--- src/pec_pkg.sv ---
// Shared constants for the synthesizer control-word and phase detector logic
package pec_pkg;
  // Control word layout
  localparam int unsigned WORD_W      = 8;
  localparam int unsigned BIT_RSV0    = 0;
  localparam int unsigned BIT_RSV1    = 1;
  localparam int unsigned BIT_FP_MON  = 2;
  localparam int unsigned BIT_PWRDN   = 3;
  localparam int unsigned BIT_CNT_LD  = 4;
  localparam int unsigned BIT_MS_MON  = 5;
  localparam int unsigned BIT_FC_MON  = 6;
  localparam int unsigned BIT_BYPASS  = 7;
  localparam logic [7:0]  WORD_RST    = 8'h00;

  // Pin synchroniser depth and positions of pins in the sampled vector
  localparam int unsigned SYNC_STAGES = 3;
  localparam int unsigned PIN_N       = 8;
  localparam int unsigned PIN_SCLK    = 0;
  localparam int unsigned PIN_SDATA   = 1;
  localparam int unsigned PIN_STROBE  = 2;
  localparam int unsigned PIN_EN_N    = 3;
  localparam int unsigned PIN_DIRECT  = 4;
  localparam int unsigned PIN_FP      = 5;
  localparam int unsigned PIN_FC      = 6;
  localparam int unsigned PIN_MODSEL  = 7;
  localparam logic [7:0]  PIN_RST     = 8'h00;

  // Idle level of the active-low detector outputs
  localparam logic        PFD_IDLE    = 1'b1;
endpackage

--- src/pec_sync.sv ---
// Three-stage pin synchroniser with two-stage agreement filter
`timescale 1ns/1ps
module pec_sync
  import pec_pkg::*;
#(
  parameter int unsigned W = 8
) (
  input  wire logic         sys_clk_i,  // System clock
  input  wire logic         rst_n_i,    // Synchronised reset, active low
  input  wire logic [W-1:0] pin_i,      // Asynchronous pin levels
  input  wire logic [W-1:0] rst_val_i,  // Unused reset hint kept for symmetry
  output logic      [W-1:0] level_o     // Filtered, clean levels
);
  typedef struct packed {
    logic [W-1:0] s1;
    logic [W-1:0] s2;
    logic [W-1:0] s3;
    logic [W-1:0] lvl;
  } pec_sync_s;

  pec_sync_s st_q;
  pec_sync_s st_d;

  // Stage one feeds stage two only; the filter looks at stages two and three
  always_comb begin
    st_d    = st_q;
    st_d.s1 = pin_i;
    st_d.s2 = st_q.s1;
    st_d.s3 = st_q.s2;
    for (int i = 0; i < int'(W); i++) begin
      if (st_q.s2[i] == st_q.s3[i]) begin
        st_d.lvl[i] = st_q.s3[i];
      end
    end
  end

  // Constant reset keeps the flops free of port values
  always_ff @(posedge sys_clk_i or negedge rst_n_i) begin
    if (!rst_n_i) begin
      st_q <= '0;
    end else begin
      st_q <= st_d;
    end
  end

  assign level_o = st_q.lvl;

  logic unused_rst_val;
  assign unused_rst_val = ^rst_val_i;
endmodule

--- src/pec_core.sv ---
// Control word port, monitor mux, phase detector and lock detect
`timescale 1ns/1ps
module pec_core
  import pec_pkg::*;
(
  input  wire logic              sys_clk_i,               // System clock, 10 MHz
  input  wire logic              rstn_i,                  // Async reset, active low
  input  wire logic              ser_clk_i,               // Serial shift clock pin
  input  wire logic              ser_data_i,              // Serial data pin
  input  wire logic              ser_wr_i,                // Word write strobe pin
  input  wire logic              control_word_enable_n_i, // Control bits enable, low
  input  wire logic              direct_mode_i,           // Direct pin mode select
  input  wire logic              fp_i,                    // Divided VCO signal
  input  wire logic              fc_i,                    // Divided reference signal
  input  wire logic              modulus_select_i,        // Prescaler modulus select
  output logic                   monitor_o,               // Monitor output pin
  output logic                   power_down_o,            // Power-down request
  output logic                   counter_load_o,          // Continuous counter load
  output logic                   prescaler_bypass_o,      // Prescaler bypass
  output logic [WORD_W-1:0]      word_o,                  // Latched control word
  output logic                   pfd_up_n_o,              // Up pulse, active low
  output logic                   pfd_down_n_o,            // Down pulse, active low
  output logic                   lock_filter_node_o,      // Lock filter node drive
  output logic                   lock_indicator_o         // Lock indicator
);
  // Reset release through two flops
  logic [1:0] rst_sync_q;
  logic       rst_n;

  always_ff @(posedge sys_clk_i or negedge rstn_i) begin
    if (!rstn_i) begin
      rst_sync_q <= 2'h0;
    end else begin
      rst_sync_q <= {rst_sync_q[0], 1'b1};
    end
  end
  assign rst_n = rst_sync_q[1];

  // All pins pass the synchroniser
  logic [PIN_N-1:0] pins;
  logic [PIN_N-1:0] lvl;
  always_comb begin
    pins             = '0;
    pins[PIN_SCLK]   = ser_clk_i;
    pins[PIN_SDATA]  = ser_data_i;
    pins[PIN_STROBE] = ser_wr_i;
    pins[PIN_EN_N]   = control_word_enable_n_i;
    pins[PIN_DIRECT] = direct_mode_i;
    pins[PIN_FP]     = fp_i;
    pins[PIN_FC]     = fc_i;
    pins[PIN_MODSEL] = modulus_select_i;
  end

  pec_sync #(
    .W (PIN_N)
  ) u_sync (
    .sys_clk_i (sys_clk_i),
    .rst_n_i   (rst_n),
    .pin_i     (pins),
    .rst_val_i (PIN_RST),
    .level_o   (lvl)
  );

  typedef struct packed {
    logic [PIN_N-1:0]  prev;
    logic [WORD_W-1:0] shreg;
    logic [WORD_W-1:0] word;
    logic              up_f;
    logic              dn_f;
    logic              mon;
    logic              pwrdn;
    logic              cnt_ld;
    logic              bypass;
    logic              up_n;
    logic              dn_n;
    logic              node;
    logic              lock;
  } pec_state_s;

  pec_state_s st_q;
  pec_state_s st_d;

  // Rising edge of a filtered level
  function automatic logic rise(input logic prev_v, input logic cur_v);
    rise = cur_v & ~prev_v;
  endfunction

  // Effective bit: active high and gated by the enable input
  function automatic logic ctl(input logic [WORD_W-1:0] w, input int unsigned pos,
                               input logic en_n);
    ctl = w[pos] & ~en_n;
  endfunction

  logic sclk_rise;
  logic strobe_fall;
  logic fp_rise;
  logic fc_rise;
  logic en_n;
  logic pd_eff;
  logic fp_sel;
  logic ms_sel;
  logic fc_sel;

  // Edge events and effective controls
  always_comb begin
    sclk_rise   = rise(st_q.prev[PIN_SCLK], lvl[PIN_SCLK]);
    strobe_fall = rise(lvl[PIN_STROBE], st_q.prev[PIN_STROBE]);
    fp_rise     = rise(st_q.prev[PIN_FP], lvl[PIN_FP]);
    fc_rise     = rise(st_q.prev[PIN_FC], lvl[PIN_FC]);
    en_n        = lvl[PIN_EN_N];
    pd_eff      = ctl(st_q.word, BIT_PWRDN, en_n);
    fp_sel      = ctl(st_q.word, BIT_FP_MON, en_n);
    ms_sel      = ctl(st_q.word, BIT_MS_MON, en_n);
    fc_sel      = ctl(st_q.word, BIT_FC_MON, en_n);
  end

  // Next state of the whole block
  always_comb begin
    st_d      = st_q;
    st_d.prev = lvl;
    if (lvl[PIN_STROBE] && sclk_rise) begin
      st_d.shreg = {lvl[PIN_SDATA], st_q.shreg[WORD_W-1:1]};
    end
    if (strobe_fall) begin
      st_d.word = st_q.shreg;
    end
    if (pd_eff) begin
      st_d.up_f = 1'b0;
      st_d.dn_f = 1'b0;
    end else begin
      if (fp_rise) begin
        st_d.dn_f = 1'b1;
      end
      if (fc_rise) begin
        st_d.up_f = 1'b1;
      end
      // Second edge ends the pulse; equal edges give none
      if (st_d.up_f && st_d.dn_f) begin
        st_d.up_f = 1'b0;
        st_d.dn_f = 1'b0;
      end
    end
    st_d.up_n   = ~st_d.up_f;
    st_d.dn_n   = ~st_d.dn_f;
    st_d.node   = ~(st_d.up_n & st_d.dn_n);
    st_d.lock   = ~st_d.node;
    st_d.pwrdn  = pd_eff;
    st_d.cnt_ld = ctl(st_q.word, BIT_CNT_LD, en_n) & ~pd_eff;
    st_d.bypass = ctl(st_q.word, BIT_BYPASS, en_n) & ~lvl[PIN_DIRECT];
    // Fixed priority; several selections are the controller's fault
    if (pd_eff) begin
      st_d.mon = 1'b0;
    end else if (fp_sel) begin
      st_d.mon = lvl[PIN_FP];
    end else if (ms_sel) begin
      st_d.mon = lvl[PIN_MODSEL];
    end else if (fc_sel) begin
      st_d.mon = lvl[PIN_FC];
    end else begin
      st_d.mon = 1'b0;
    end
  end

  // State register
  always_ff @(posedge sys_clk_i or negedge rst_n) begin
    if (!rst_n) begin
      st_q        <= '0;
      st_q.word   <= WORD_RST;
      st_q.up_n   <= PFD_IDLE;
      st_q.dn_n   <= PFD_IDLE;
      st_q.lock   <= 1'b1;
    end else begin
      st_q <= st_d;
    end
  end

  // Outputs straight from flops
  assign monitor_o          = st_q.mon;
  assign power_down_o       = st_q.pwrdn;
  assign counter_load_o     = st_q.cnt_ld;
  assign prescaler_bypass_o = st_q.bypass;
  assign word_o             = st_q.word;
  assign pfd_up_n_o         = st_q.up_n;
  assign pfd_down_n_o       = st_q.dn_n;
  assign lock_filter_node_o = st_q.node;
  assign lock_indicator_o   = st_q.lock;
endmodule

--- config.mk ---
export PLATFORM = sky130hd
export DESIGN_NAME = pec_core
export DESIGN_NICKNAME = d
export VERILOG_FILES = /design/src/pec_pkg.sv /design/src/pec_sync.sv /design/src/pec_core.sv
export SDC_FILE = /design/constraint.sdc
export NUM_CORES = 1
export LEC_CHECK = 0
export ABC_AREA = 1
export BUFFER_PORTS_ARGS = -buffer_cell sky130_fd_sc_hd__buf_2
export CELL_PAD_IN_SITES_DETAIL_PLACEMENT = 1
export CELL_PAD_IN_SITES_GLOBAL_PLACEMENT = 2
export CORE_MARGIN = 2
export CORE_UTILIZATION = 42
export CTS_CLUSTER_SIZE = 40
export DETAILED_ROUTE_END_ITERATION = 10
export GPL_TIMING_DRIVEN = 0
export PLACE_DENSITY = 0.92
export SYNTH_ARGS = -nofsm -noshare
export SYNTH_HDL_FRONTEND = slang
export SYNTH_SLANG_ARGS = --single-unit
--- constraint.sdc ---
create_clock -name sys_clk_i -period 4.67 [get_ports sys_clk_i]
set_input_delay 0.934 -clock sys_clk_i [delete_from_list [all_inputs] [get_ports sys_clk_i]]
set_output_delay 0.934 -clock sys_clk_i [all_outputs]
set_load 0.01 [all_outputs]
# [Yosys cells after proc, flatten, opt, wreduce, memory -nomap -nowiden]
# Index checks and enable logic that the tools add are counted.
[word_totals] register_bits=67 latch_bits=0 ramBits=0 mem_bits_ro=0 out_inout_bits=16 word_cells=68 n_memories=0
[classes] add_sub_neg=0 mul=0 n_div=0 n_lt_le_gt_ge=0 n_eq_ne=8 n_shift=0 n_mux=10 bitwise_logic=23 reduce_logical=2
[ops] cell="1-bit bitwise AND" count=13
[ops] cell="1-bit inverter" count=10
[ops] cell="1-bit == test" count=8
[ops] cell="1-bit 2-to-1 mux" count=8
[ops] cell="2-bit 2-to-1 mux" count=2
[ops] cell="1-bit logical AND" count=2

# [Logic depth before layout (Yosys ltp)]
[logic_depth] word_depth=10 mapped_depth=6

# [Cells and area by module]
# A second synthesis with hierarchy kept.
[hier_totals] hier_cells=191 area_unflattened_um2=2234.6
[by_module_without_submodules] mod="pec_core" instances=1 cells_per_inst=119 area_each_um2=1243.7 seq_area_each_um2=804.5
[by_module_without_submodules] mod="pec_sync" instances=1 cells_per_inst=72 area_each_um2=991.0 seq_area_each_um2=800.8

# [Worst setup path before layout]
# Ideal clock, no wire load.
[synth_path] path_kind="reg-to-output" start="register st_q, in the netlist lock_indicator_o" end="output lock_indicator_o" arrival_ns=0.520 slack_ns=3.216 path_stages_with_launch=1 path_cell_list="dfstp_2"
[synth_lines] item="from (decl)" line="pec_core.sv:80" text="pec_state_s st_q;"
[synth_lines] item="from (signal assigned)" line="pec_core.sv:173" text="st_q <= st_d;"
[synth_lines] item="to (decl)" line="pec_core.sv:24" text="output logic lock_indicator_o"
# No word-level cell between the ends.

# [Final worst setup path]
[layout_path] start="register st_q, in the netlist word_o[5]" end="output word_o[5]"
[layout_lines] item="to (decl)" line="pec_core.sv:20" text="output logic [WORD_W-1:0] word_o,"
# No word-level cell between the ends.

==> summary.txt <==
Mapped cell area -> 2140 sq um
Io pins -> 26
Worst-path clk slew -> 0.06 ns
CTS Buffer Depth -> 2
M1 wire length -> 1460 microns
R2R depth -> 6
Worst Skew -> 0.00458 ns
Total GRT Usage -> 16.0%
# placed instances -> 251
Routed len/inst -> 14.0 microns
Vias in the first global route -> 1380
Hold_buf cts -> 0
First drt pass iteration count -> 2
Internal -> 1.07 mW
Critical Path End Type -> output pin
Ys async rst share -> 100%
RR Startpoint -> u_sync.level_o[3]
Routed wl met2 -> 2060 microns
RSZ-0062 raised after global routing -> false
First-pass GRT wire length -> 6440 microns
Synth Area per Inst -> 13.5 sq um
Top FF cell, synth -> dfrtp_1
DPL Wire Length -> 2570 microns
Final min period -> 1.96 ns
Top cells by count, synth -> dfrtp_1, nand2_1, inv_1
Leak pwr -> 1.27 nW
Finish-stage setup viols -> 0
GPL Wtd Cong -> 0.683
Final Util -> 53.1%
Data required time of the worst path -> 3.74 ns
# Post-CTS Setup Buffers -> 0
Total Power -> 1.50 mW
Yosys reg bits -> 64
Pin count of the biggest net entering global routing -> 42
Top Metal Used -> met4
Status -> complete, no violations
Yosys top cell by area -> dfrtp_1
CP Launch Point -> word_o[5]
Hold Crit Class -> flop to asynchronous set/reset pin
Sequential Power Share -> 49.5%
Core area -> 4820 sq um
Post-route setup TNS -> 0 ns
Input/output buffers -> 25
Layout Cells excl Fill -> 266
CTS resizes -> 0
DIE AREA -> 5680 sq um
Clock insertion delay at the later pin of the skew report -> 0.32 ns
Vias -> 1204
GRT overflow -> 0
Initial Util -> 44.4%
Setup crit start kind -> flop
Number of flops mapped to enable cells by yosys -> 0
Switching Share -> 28.6%
Count of maximum capacitance violations -> 0
Syn Inst Count -> 158
Crit path max fanout -> 4
Critical path data arrival time -> 1.03 ns
Die Span X -> 75.4 microns
Synthesized Nets -> 168
Root buffer cell -> clkbuf_8
Htree depth -> 3
Initial antenna violation count -> 0
Fin. Hold Viols -> 0
Syn-to-layout area delta -> 19.5%
Site Rows -> 25
Slew Viols, Final -> 0
Most common cell in the synthesized netlist -> dfrtp_1
Synth top area share -> 71.3%
Synth warn -> 0
Clk pwr share -> 29.5%
PwrDens -> 588 nW/um^2
CTS Buf Count -> 9
Share of cells above drive strength 1 -> 33.2%
Distinct cell type count after synthesis -> 20
Seq/Total Area, Yosys -> 75.0%
TritonCTS clock tree -> yes
WL met3 -> 187 microns
Area contributors post-synth -> dfrtp_1, nand2_1, maj3_1, dfstp_2, o21ai_2
Cell chain of the critical path -> buf_4 > buf_2
Achievable Freq -> 509 MHz
Crit-path slowest cell -> dfrtp_1
Routed wire length -> 3740 microns
Setup CP Type -> flop to output pin
Final layout net count -> 205
Period utilization -> 42.1%
Chip Height -> 75.4 microns
Worst IR drop on VDD -> 0.000181 V
Psw -> 0.429 mW
Antenna-violating nets left -> 0
Comb pwr share -> 20.9%
Worst stage delay on the critical path -> 0.43 ns
Reg2reg setup slack -> 3.62 ns
ANT cells -> 0
CTS Sinks -> 64
1st-iter DRT viols -> 35
Post-route DRC -> 0
Vias per cell -> 4.53
## final timing paths
check                                           to
worst max-delay path                     word_o[5]
worst min-delay path                u_sync.st_q[9]
worst max register to register  lock_filter_node_o
worst min register to register      u_sync.st_q[9]
max in group asynchronous         lock_indicator_o
min in group sys_clk_i              u_sync.st_d[8]
## critical path, delay by kind of cell (launching register included)
kind,cells,cell delay (ns)
buf+inv,2,0.28
flops,1,0.43
## cell type report
class                      instances  area [sq um]
fill                             524          2260
sequential                        64          1610
multi-input combinational         69           395
timing repair buffer              26           145
clock buffer                      11           141
tap                               67          83.8
buffer                            10          82.6
inverter                          15          56.3
clock inverter                     4          45.0
## power groups by stage
| stage | combinational [mW] | sequential, mW | clock, mW |
|---|---|---|---|
| after global routing | 0.356 | 0.759 | 0.490 |
| after detailed placement | 0.319 | 0.753 | 0 |
| after global placement | 0.289 | 0.751 | 0 |
| after floorplan | 0.200 | 0.754 | 0 |
| after CTS | 0.323 | 0.746 | 0.460 |
| final | 0.315 | 0.744 | 0.444 |
## registers in the layout (all words and copies together) (netlist names), 2 cells and up
name / cells
st_q: 14
word_o: 8
u_sync.st_q: 8
rst_sync_q: 2
u_sync.level_o: 8
u_sync.st_d: 16
## routing by layer
layer	vias to the layer above	track usage (%)
met4	0	7.02
met2	28	26.8
li1	560	-
met1	614	17.3
met5	-	0
met3	2	7.54
## cells in the final DEF (no fill, tap or decap)
cell type	count
nand3b_4	1
clkbuf_8	10
inv_2	1
o21ai_1	4
dfrtp_2	1
nand3_1	3
clkbuf_1	1
o21ai_0	3
o21ai_2	7
a21oi_2	1
maj3_1	8
dfrtp_1	60
clkinv_2	3
conb_1	1
o211ai_1	1
buf_6	2
buf_4	8
buf_12	1
nor2_1	11
inv_1	14
nand2_1	26
bufinv_16	1
nand2_2	1
buf_2	25
o21bai_1	1
nand2_4	1
dfstp_2	3
## cells by family after synthesis
| kind of cell | Yosys count | share of synthesized area [%] |
|---|---|---|
| DFF | 64 | 75.0 |
| AOI/OAI and AO/OA | 17 | 5.61 |
| buffers and inverters | 25 | 6.49 |
| other | 1 | 0.175 |
| and+or+nand+nor | 43 | 8.95 |
| adders and majority gates | 8 | 3.74 |
## stage by stage
stage | setup slack, ns | instance area (sq um) | hold WS, ns
5_1_grt | 2.67 | 2560 | 0.276
6_report | 2.71 | 2560 | 0.229
3_5_place_dp | 3.08 | 2370 | 0.252
3_3_place_gp | 2.26 | 2350 | 0.331
2_1_floorplan | 2.76 | 2140 | 0.331
4_1_cts | 2.70 | 2560 | 0.254
Note: power is estimated with default switching activity, not from simulation.
